## src/core/sram_port_regs.svh

```systemverilog
// Timing and width constants for the static memory host port
`ifndef SRAM_PORT_REGS_SVH
`define SRAM_PORT_REGS_SVH
`define ADDR_W 19
`define DATA_W 8
`define CLK_PERIOD_NS 5
// Read cycle time and write pulse width, fastest grade, in ns
`define T_RC_NS 35
`define T_PWE_NS 25
`define T_SD_NS 20
`define T_HZWE_NS 10
`define T_LZWE_NS 3
`define T_HD_NS 0
`define T_SDR_NS 0
// Least times round up to whole cycles
`define CYC_UP(ns) (((ns) + `CLK_PERIOD_NS - 1) / `CLK_PERIOD_NS)
`define CNT_W 8
// Extra read cycles that cover the three-flop input path
`define SYNC_LAT 3
`endif

```

## src/core/sram_port_pkg.sv

```systemverilog
// Types for the static memory host port
package sram_port_pkg;
	typedef struct packed {
		logic write;
		logic [18:0] addr;
		logic [7:0] wdata;
	} req_t;
	typedef struct packed {
		logic chip_select_n;
		logic output_enable_n;
		logic write_enable_n;
		logic [18:0] byte_address;
	} pins_t;
	typedef enum logic [2:0] {
		ST_IDLE = 3'h0,
		ST_WSETUP = 3'h1,
		ST_WPULSE = 3'h3,
		ST_WHOLD = 3'h2,
		ST_READ = 3'h4,
		ST_RECOVER = 3'h5
	} state_t;
endpackage : sram_port_pkg

```

## src/core/pin_sync3.sv

```systemverilog
// Three-stage synchroniser for pins from outside the clock domain
`timescale 1ns/10ps
`default_nettype none
module pin_sync3 #(
	parameter int W = 8
) (
	input wire logic mclk,
	input wire logic rstn,
	input wire logic clk_en,
	input wire logic [W-1:0] pin_in,
	output logic [W-1:0] pin_out
);
	logic [W-1:0] s1_r;
	logic [W-1:0] s2_r;
	logic [W-1:0] s3_r;
	logic [W-1:0] out_r;
	logic [W-1:0] out_nxt;

	// Accept a change only once stages two and three agree, per bit
	always_comb
	begin
		for (int i = 0; i < W; i++)
			out_nxt[i] = (s2_r[i] == s3_r[i]) ? s2_r[i] : out_r[i];
	end

	// Stage one feeds stage two only
	always_ff @(posedge mclk or negedge rstn)
	begin
		if (!rstn)
		begin
			s1_r <= '0;
			s2_r <= '0;
			s3_r <= '0;
			out_r <= '0;
		end
		else if (clk_en)
		begin
			s1_r <= pin_in;
			s2_r <= s1_r;
			s3_r <= s2_r;
			out_r <= out_nxt;
		end
	end

	assign pin_out = out_r;
endmodule : pin_sync3
`default_nettype wire

```

## src/core/sram_host_port.sv

```systemverilog
// Host controller driving an asynchronous 512K x 8 static memory
`timescale 1ns/10ps
`default_nettype none
`include "sram_port_regs.svh"

// Notes on behaviour
// - Host holds write enable high through every read cycle.
// - Held select and output enable: data follows each new address.
// - Host presents a valid address no later than select falling.
// - Write starts with both low; releasing either ends it.
// - Data setup and hold timed to write end; hold at least 0 ns.
// - Select high no later than 0 ns before supply falls for retention.
// - After retention wait one read cycle time before any access.
module sram_host_port #(
	parameter int RD_CYC = `CYC_UP(`T_RC_NS),
	parameter int WR_CYC = `CYC_UP(`T_PWE_NS)
) (
	input wire logic mclk,
	input wire logic rstn,
	input wire logic clk_en,
	input wire logic req_valid,
	input wire sram_port_pkg::req_t req,
	output logic req_ready,
	output logic [7:0] rdata,
	output logic rdata_valid,
	output logic wr_done,
	input wire logic retain_req,
	output logic retain_ack,
	output sram_port_pkg::pins_t pins,
	output logic [7:0] data_bus_out,
	output logic data_bus_oe_n,
	input wire logic [7:0] data_bus_in
);
	localparam logic [`CNT_W-1:0] RD_CNT = RD_CYC[`CNT_W-1:0];
	localparam logic [`CNT_W-1:0] WR_CNT = WR_CYC[`CNT_W-1:0];
	// Float wait counted from select falling; host drives the bus one cycle after write enable falls
	localparam logic [`CNT_W-1:0] HZ_CNT = `CNT_W'(`CYC_UP(`T_HZWE_NS));
	localparam logic [`CNT_W-1:0] ONE = `CNT_W'(1);

	sram_port_pkg::state_t st_r, st_nxt;
	sram_port_pkg::pins_t pins_r, pins_nxt;
	logic [`CNT_W-1:0] cnt_r, cnt_nxt;
	logic [7:0] wdat_r, wdat_nxt;
	logic [7:0] rdata_r, rdata_nxt;
	logic oe_n_r, oe_n_nxt;
	logic rv_r, rv_nxt;
	logic wd_r, wd_nxt;
	logic rdy_r, rdy_nxt;
	logic ret_r, ret_nxt;
	logic [7:0] din_sync;

	// Read data crosses in from the pins, so it is synchronised
	pin_sync3 #(
		.W(8)
	) u_din_sync (
		.mclk(mclk),
		.rstn(rstn),
		.clk_en(clk_en),
		.pin_in(data_bus_in),
		.pin_out(din_sync)
	);

	// Sequencer: one access at a time, strobes come from flops only
	always_comb
	begin
		st_nxt = st_r;
		pins_nxt = pins_r;
		cnt_nxt = cnt_r;
		wdat_nxt = wdat_r;
		rdata_nxt = rdata_r;
		oe_n_nxt = oe_n_r;
		rv_nxt = 1'b0;
		wd_nxt = 1'b0;
		rdy_nxt = rdy_r;
		ret_nxt = ret_r;
		case (st_r)
			sram_port_pkg::ST_IDLE:
			begin
				pins_nxt.chip_select_n = 1'b1;
				pins_nxt.output_enable_n = 1'b1;
				pins_nxt.write_enable_n = 1'b1;
				oe_n_nxt = 1'b1;
				if (retain_req)
				begin
					ret_nxt = 1'b1;
					rdy_nxt = 1'b0;
				end
				else if (ret_r)
				begin
					// Leaving retention costs one read cycle time
					ret_nxt = 1'b0;
					cnt_nxt = RD_CNT;
					st_nxt = sram_port_pkg::ST_RECOVER;
				end
				else if (req_valid && rdy_r)
				begin
					rdy_nxt = 1'b0;
					pins_nxt.byte_address = req.addr;
					wdat_nxt = req.wdata;
					pins_nxt.chip_select_n = 1'b0;
					if (req.write)
					begin
						// Address settles before write enable falls
						cnt_nxt = HZ_CNT;
						st_nxt = sram_port_pkg::ST_WSETUP;
					end
					else
					begin
						pins_nxt.output_enable_n = 1'b0;
						pins_nxt.write_enable_n = 1'b1;
						// Extra cycles cover the three-flop input path
						cnt_nxt = RD_CNT + `CNT_W'(`SYNC_LAT);
						st_nxt = sram_port_pkg::ST_READ;
					end
				end
			end
			sram_port_pkg::ST_READ:
			begin
				if (cnt_r > ONE)
					cnt_nxt = cnt_r - ONE;
				else
				begin
					rdata_nxt = din_sync;
					rv_nxt = 1'b1;
					pins_nxt.chip_select_n = 1'b1;
					pins_nxt.output_enable_n = 1'b1;
					rdy_nxt = 1'b1;
					st_nxt = sram_port_pkg::ST_IDLE;
				end
			end
			sram_port_pkg::ST_WSETUP:
			begin
				// Output enable stays high, so the memory never drives
				pins_nxt.write_enable_n = 1'b0;
				if (cnt_r > ONE)
					cnt_nxt = cnt_r - ONE;
				else
				begin
					oe_n_nxt = 1'b0;
					cnt_nxt = WR_CNT;
					st_nxt = sram_port_pkg::ST_WPULSE;
				end
			end
			sram_port_pkg::ST_WPULSE:
			begin
				// Pulse covers data setup before the ending edge
				if (cnt_r > ONE)
					cnt_nxt = cnt_r - ONE;
				else
				begin
					pins_nxt.write_enable_n = 1'b1;
					st_nxt = sram_port_pkg::ST_WHOLD;
				end
			end
			sram_port_pkg::ST_WHOLD:
			begin
				// Data held one cycle past write end, then released
				oe_n_nxt = 1'b1;
				pins_nxt.chip_select_n = 1'b1;
				wd_nxt = 1'b1;
				rdy_nxt = 1'b1;
				st_nxt = sram_port_pkg::ST_IDLE;
			end
			sram_port_pkg::ST_RECOVER:
			begin
				if (cnt_r > ONE)
					cnt_nxt = cnt_r - ONE;
				else
				begin
					rdy_nxt = 1'b1;
					st_nxt = sram_port_pkg::ST_IDLE;
				end
			end
			default:
			begin
				st_nxt = sram_port_pkg::ST_IDLE;
				rdy_nxt = 1'b1;
			end
		endcase
	end

	// Registers; all outputs leave from here
	always_ff @(posedge mclk or negedge rstn)
	begin
		if (!rstn)
		begin
			st_r <= sram_port_pkg::ST_IDLE;
			pins_r <= '{chip_select_n: 1'b1, output_enable_n: 1'b1,
				write_enable_n: 1'b1, byte_address: '0};
			cnt_r <= '0;
			wdat_r <= '0;
			rdata_r <= '0;
			oe_n_r <= 1'b1;
			rv_r <= 1'b0;
			wd_r <= 1'b0;
			rdy_r <= 1'b1;
			ret_r <= 1'b0;
		end
		else if (clk_en)
		begin
			st_r <= st_nxt;
			pins_r <= pins_nxt;
			cnt_r <= cnt_nxt;
			wdat_r <= wdat_nxt;
			rdata_r <= rdata_nxt;
			oe_n_r <= oe_n_nxt;
			rv_r <= rv_nxt;
			wd_r <= wd_nxt;
			rdy_r <= rdy_nxt;
			ret_r <= ret_nxt;
		end
	end

	assign pins = pins_r;
	assign data_bus_out = wdat_r;
	assign data_bus_oe_n = oe_n_r;
	assign rdata = rdata_r;
	assign rdata_valid = rv_r;
	assign wr_done = wd_r;
	assign req_ready = rdy_r;
	assign retain_ack = ret_r;
endmodule : sram_host_port
`default_nettype wire

```

## config.mk

```make
export PLATFORM = sky130hd
export DESIGN_NAME = sram_host_port
export DESIGN_NICKNAME = d
export VERILOG_FILES = /design/src/core/sram_port_pkg.sv /design/src/core/pin_sync3.sv /design/src/core/sram_host_port.sv
export VERILOG_INCLUDE_DIRS = /design/src /design/src/core
export SDC_FILE = /design/constraint.sdc
export NUM_CORES = 1
export LEC_CHECK = 0
export ABC_CLOCK_PERIOD_IN_PS = 2700
export BUFFER_PORTS_ARGS = -buffer_cell sky130_fd_sc_hd__buf_2
export CORE_ASPECT_RATIO = 1.2
export CORE_MARGIN = 4
export CORE_UTILIZATION = 54
export DETAILED_ROUTE_END_ITERATION = 10
export PLACE_DENSITY = 0.83
export SETUP_SLACK_MARGIN = 0.15
export SLEW_MARGIN = 5
export SYNTH_ARGS = -nofsm -noshare
export SYNTH_HDL_FRONTEND = slang
export SYNTH_HIERARCHICAL = 1
export SYNTH_SLANG_ARGS = --single-unit
```

## constraint.sdc

```tcl
create_clock -name mclk -period 2.7 [get_ports mclk]
set_input_delay 0.135 -clock mclk [delete_from_list [all_inputs] [get_ports mclk]]
set_output_delay 0.135 -clock mclk [all_outputs]
set_load 0.02 [all_outputs]
```

==> metrics.txt, run 1 <==
Synthesized Nets=between 300 and 400; CTS sink count=86; post-synthesis xor/xnor area fraction=0%; Root Buffer=clkbuf_8; commonest non-fill, non-tap cell in the layout=buf_2; Reg area=roughly 2200 um^2; clk_lat worst skew=approximately 0.35 ns; Setup-failing EPs final=0; max incr delay on CP=0.51 ns; vias in the first global route=roughly 2.6k; CP max-delay cell=or4_1; number of DRC markers in iteration 0=200; n_diodes=0; crit path launch type=register; reg2reg end=cnt_r[5]; Synth Flop Type=dfrtp_1; post-synthesis sequential area ratio=a little under three fifths; initial antenna violation count=0; crit path from=cnt_r[0]; Reg2Reg Depth=7; Detailed Route WL=approximately 7.6 mm; simple logic cell fraction of the synthesized area=roughly a tenth; Arr. time, crit path=~2.6 ns; Antenna Nets Post-Route=0; Final Wtd Congestion=just under 0.9; DR pass1 iterations=4; setup repair bufs after CTS=0; Clk pin slew, worst setup/hold paths=0.08 ns; number of synthesized flops with an enable pin=0; synth warn=6; Rel. slew slack=30.58%; area of the multi-input gates=1539 um^2; CORE AREA=between 6000 and 7000 um^2; Hold Vio Cnt, Final=34; CTS H-tree lvls=3; FILL cells=between 500 and 600; setup_tns=0 ns; # nets final=approximately 430; Cell Area, Placed=4273 um^2; Synth cell types=44; area share of the largest cell type after synthesis=between 50% and 60%; global-route wire length before repair=between 10 and 15 mm; biggest area consumer among synthesized cells=dfrtp_1; Syn Inst Count=299; CP max FO=14; period utilisation layout=between 80 and 90%; Pwr Total=between 0.004 and 0.005 W; post-synthesis mux area share=between 10% and 20%; Critical Path Stages=7; layout cell share with drive strength beyond 1=43.11%; mean cell area of the mapped netlist=about 13 um^2; reg2reg setup slack=0.37 ns; largest family of logic cells by synthesized area=multiplexers; DIE AREA=8520 um^2; CP Class=reg2reg; max-cap violations=0; Crit. End Element=register; Core Rows=33; gr ovfl total=0; minimum clock period=2.334 ns; DRC=0; worst r2r src=cnt_r[0]; Compound-Gate Fraction of Synth Area=12.14%; Synth Cell Area=3835 um^2; unrepaired setup endpoints after global routing=false; IO Port Bufs=83; critical path cell sequence=inv_1 -> ha_1 -> nor2_1 -> nor4_4 -> a221o_2 -> or4_1 -> a21boi_1; CTS Buf Count=9; fraction of registers with async set or reset after synthesis=100.0%; PD cells=983.5 nW/um^2; worst-case hold slack=-0.05593 ns; Setup crit end=cnt_r[5]; Worst EP required=2.98 ns; actual slew at the worst max-slew pin=1.041 ns; Clock Path Buffers=2; Crit path buffers/inverters=1; Area Growth Syn to Fin=18.99%; failing checks=negative hold slack; pins over their slew limit=0; commonest non-fill, non-tap cells in the layout=82 x buf_2, 81 x dfrtp_1, 49 x mux2_2; pin count of the biggest net entering global routing=87; Worst Hold Class=in2async; I/O pins=84; Die X=roughly 85 um; Layout Skew=0.006622 ns; Post-DP HPWL=5.161 mm; top cells by area, synth=dfrtp_1 53%, mux2_2 14%, dfstp_2 3.4%, mux2_4 3.1%, nand2b_1 2.1%; per-cell routed wire length=~16 um; Synth Register Bits=86; status=complete, but fails checks; CP delay by family, top=simple AND/OR/NAND/NOR gates; finished layout cell area=between 4000 and 5000 um^2; Peak VDD IR=approximately 660 uV; FMAX=around 430 MHz; vias=around 2.6k; Die Ht=approximately 100 um; gr usage total=18.00%; Pleak=between 2 and 2.5 nW; Synth Area in Adders=less than 1%; vias per std cell=between 5 and 6; TritonCTS clock tree=yes; initial core utilization=between 50% and 60%
cell families (layout without fill, tap and decap cells):
| logic type | after synthesis | after routing |
|---|---|---|
| flip-flops | 86 | 86 |
| AO/OA/AOI/OAI | 67 | 67 |
| adder cells (fa/ha/maj) | 2 | 2 |
| AND/OR/NAND/NOR | 62 | 62 |
| buffers and inverters | 24 | 117 |
| multiplexers | 58 | 58 |
state kept, by name (all words and copies together) (netlist names):
name / count
req_ready: 1
u_din_sync/pin_out: 8
cnt_r: 8
data_bus_oe_n: 1
u_din_sync/s1_r: 8
u_din_sync/s3_r: 8
rdata: 8
wr_done: 1
pins: 22
data_bus_out: 8
rdata_valid: 1
retain_ack: 1
u_din_sync/s2_r: 8
st_r: 3
worst reg2reg max path, delay by kind of cell (launching register included):
kind / cells / cell delay [ns]
AO/OA/AOI/OAI: 2 / 0.65
flip-flops: 1 / 0.41
AND/OR/NAND/NOR: 3 / 0.90
buffers and inverters: 1 / 0.07
adder cells (fa/ha/maj): 1 / 0.23
per-stage QoR:
step	worst slack [ns]	utilization [%]	instances	hold slack, ns
global route	0.2601	66.58	479	0.003966
floorplan	0.6243	-	299	-0.1606
CTS	0.3797	66.58	479	0.0004433
finish	0.3661	66.58	479	-0.05593
detailed placement	0.4052	62.34	456	0.3710
global placement	0.4802	62.34	456	0.3662
synth_stat cells (8+ instances only):
| master | count |
|---|---|
| nand2_1 | 16 |
| a21o_1 | 8 |
| mux2_4 | 8 |
| dfrtp_1 | 81 |
| nor2_1 | 10 |
| nand2b_1 | 13 |
| mux2_2 | 49 |
| o21ai_0 | 14 |
| a21oi_1 | 10 |
| a22o_1 | 9 |
| inv_1 | 9 |
area by class of cell:
cell class | count | area share [%]
Tap cell | 87 | 2.386
Multi-Input combinational cell | 189 | 33.73
Inverter | 9 | 0.7403
Clock buffer | 9 | 2.715
Clock inverter | 6 | 1.892
Sequential cell | 86 | 47.30
Timing Repair Buffer | 93 | 11.24
routing by layer:
layer	global-route usage [%]	part of all wire [%]	vias to the layer above
li1	-	-	1252
met1	22.48	42	1294
met2	29.54	50	77
met3	3.612	5.4	17
met4	9.622	2.8	0
met5	0	0	-
worst min path at each step:
stage | cells after the start | slack [ns] | end | startpoint
detailed placement | 2 | 0.37 | pins[10] | req[18]
global placement | 2 | 0.37 | u_din_sync/s1_r[1] | data_bus_in[1]
CTS | 2 | 0.0004 | pins[4] | req[12]
global route | 2 | 0.004 | pins[7] | req[15]
floorplan | 0 | -0.16 | cnt_r[0] | rstn
finish | 1 | -0.06 | cnt_r[2] | rstn
power by group:
group | internal [W] | total, W | switching (W)
clock | 0.000516 | 0.000957 | 0.000441
sequential | 0.00168 | 0.00200 | 0.000316
combinational | 0.000679 | 0.00153 | 0.000854
repair_timing:
item	CTS	global route
resized for setup	0	0
hold buffers	8	0
hold endpoints to repair	8	0
Power figures use the tool's default switching activity.
==> run 2, diff against run 1 <==
PLACE_DENSITY = 0.77   (was 0.83)
==> run 2 against run 1 <==
- the flow still finishes with violations (negative hold slack)
- combinational power about the same
- wire length grew 3.8%
- final cell count is 2.5% higher
- first-iteration DRC count is 35% higher
- fmax fell by 0.51%
- worst hold slack better by 0.012 ns
- core utilization rose by 2.2 points
- non-clock buffer count rose by 11
- register-to-register slack barely moved
==> metrics.txt, run 2 (same netlist as run 1, synthesis figures left out) <==
Clk pin slew, worst setup/hold paths=0.08 ns (about the same); Rel. slew slack=30.60% (about the same); Die X=84.93 um (unchanged); Area Growth Syn to Fin=22.97%; critical path cell sequence=inv_1 -> ha_1 -> nor2_1 -> nor4_4 -> a221o_2 -> or4_1 -> a21boi_1; global-route wire length before repair=12.94 mm (+6.8%); per-cell routed wire length=15.97 um (+1.3%); DRC=0 (unchanged); IO Port Bufs=83 (unchanged); gr ovfl total=0 (unchanged); Peak VDD IR=556.5 uV (-16%); Hold Vio Cnt, Final=53 (+56%); initial core utilization=55.95% (unchanged); sequential share of power=43.0% (-1.5 points); max incr delay on CP=0.50 ns (about the same); # nets final=442 (+2.6%); Clock Path Buffers=2 (unchanged); vias per std cell=5.550 (+0.70%); n_diodes=0 (unchanged); Arr. time, crit path=2.63 ns (+0.02 ns); DIE AREA=8520 um^2 (unchanged); TritonCTS clock tree=yes; Pleak=2.355 nW (+2.8%); period utilisation layout=86.89% (+0.44 points); Worst Hold Class=in2async; CP max-delay cell=or4_1; vias=2,725 (+3.2%); pins over their slew limit=0 (unchanged); max-cap violations=0 (unchanged); setup repair bufs after CTS=0 (unchanged); FMAX=426.3 MHz (-0.51%); Layout Skew=0.007640 ns (+0.001017 ns); Post-DP HPWL=5.208 mm (+0.91%); CTS sink count=86 (unchanged); reg2reg setup slack=0.35 ns (about the same); PD cells=988.3 nW/um^2 (+0.49%); Reg2Reg Depth=7 (unchanged); Pint=0.003018 W (+4.9%); CP delay by family, top=simple AND/OR/NAND/NOR gates; crit path launch type=register; CP Class=reg2reg; Pwr Total=0.004660 W (+3.8%); DR pass1 iterations=4 (unchanged); setup_tns=0 ns (unchanged); vias in the first global route=2,687 (+3.5%); Sw Share=35.24% (-0.67 points); worst r2r src=cnt_r[0]; max reg flops=22 (unchanged); Post-Layout Cell Count=491 (+2.5%); Antenna Nets Post-Route=0 (unchanged); CORE AREA=6854 um^2 (unchanged); I/O pins=84 (unchanged); actual slew at the worst max-slew pin=1.041 ns (-0.0003031 ns); worst-case hold slack=-0.04440 ns (+0.01153 ns); Crit. End Element=register; failing checks=negative hold slack; Die Ht=100.3 um (unchanged); unrepaired setup endpoints after global routing=false; layout cell share with drive strength beyond 1=42.08% (-1.0 points); status=complete, but fails checks; pre-CTS setup slack=0.3895 ns (-0.01576 ns); clk_lat worst skew=0.35 ns (about the same); # resized after CTS=0 (unchanged); Detailed Route WL=7.839 mm (+3.8%); Final Wtd Congestion=0.8678 (-1.8%); Clock power frac=23.8% (+2.5 points); Net Sw Power=0.001642 W (+1.9%); CTS Buf Count=9 (unchanged); minimum clock period=2.346 ns (+0.01200 ns); Setup-failing EPs final=0 (unchanged); CTS H-tree lvls=3 (unchanged); Combinational Power Share=33.2% (-1.0 points); Worst EP required=2.98 ns (about the same); Core Rows=33 (unchanged); commonest non-fill, non-tap cell in the layout=buf_2; Cells after DPL=456 (unchanged); pin count of the biggest net entering global routing=87 (unchanged); Crit path buffers/inverters=1 (unchanged); gr usage total=18.98% (+0.98 points); CP max FO=14 (unchanged); reg2reg end=cnt_r[5]; Root Buffer=clkbuf_8; number of DRC markers in iteration 0=269 (+35%); commonest non-fill, non-tap cells in the layout=82 x buf_2, 81 x dfrtp_1, 49 x mux2_2; Final WS setup=0.3541 ns (-0.01200 ns); initial antenna violation count=0 (unchanged)
run 2: cell types whose count changed in the layout (fill, tap and decap cells not counted), sizes merged:
cell,change
clkbuf,+1
inv,+1
dlygate4sd3,+11
clkinv,-2
bufinv,+1
run 2: per-layer routing:
layer	GRT usage (%)	up-vias	wire, um
met4	9.135	0	219
met2	30.32	92	3951
met5	0	-	0
li1	-	1276	-
met3	4.516	21	498
met1	24.42	1336	3169
run 2: metrics by stage:
step	utilization (%)	instance area, um^2
CTS	68.80	4716
global route	68.80	4716
detailed placement	62.34	4273
global placement	62.34	4273
finish	68.80	4716
floorplan	-	3835
run 2: worst max-delay path by stage:
stage / from / slack (ns) / endpoint / depth (start not counted)
floorplan: cnt_r[6] / 0.62 / rdata[0] / 5
global placement: cnt_r[6] / 0.45 / rdata[7] / 5
detailed placement: cnt_r[0] / 0.39 / cnt_r[5] / 7
CTS: cnt_r[6] / 0.36 / rdata[5] / 5
global route: cnt_r[0] / 0.18 / cnt_r[5] / 7
finish: cnt_r[0] / 0.35 / cnt_r[5] / 7
run 2: power groups by stage:
stage               combinational [W]  sequential (W)  clock [W]
floorplan                    0.000885         0.00218          0
global route                  0.00169         0.00205    0.00118
detailed placement            0.00153         0.00202          0
finish                        0.00155         0.00200    0.00111
global placement              0.00148         0.00200          0
CTS                           0.00156         0.00200    0.00113
run 2: repair_timing:
action                                 CTS  global route
setup endpoints to repair                0             0
hold buffers                            19             0
endpoints found under the hold margin   19             0
run 2: area by class of cell:
class | instances | area, um^2
multi-input cells | 189 | 1539
inverters | 9 | 33.78
fillers | 510 | 2138
well taps | 87 | 108.9
clock inverters | 6 | 115.1
clock buffers | 10 | 137.6
flip-flops and latches | 86 | 2158
repair buffers | 104 | 623.1
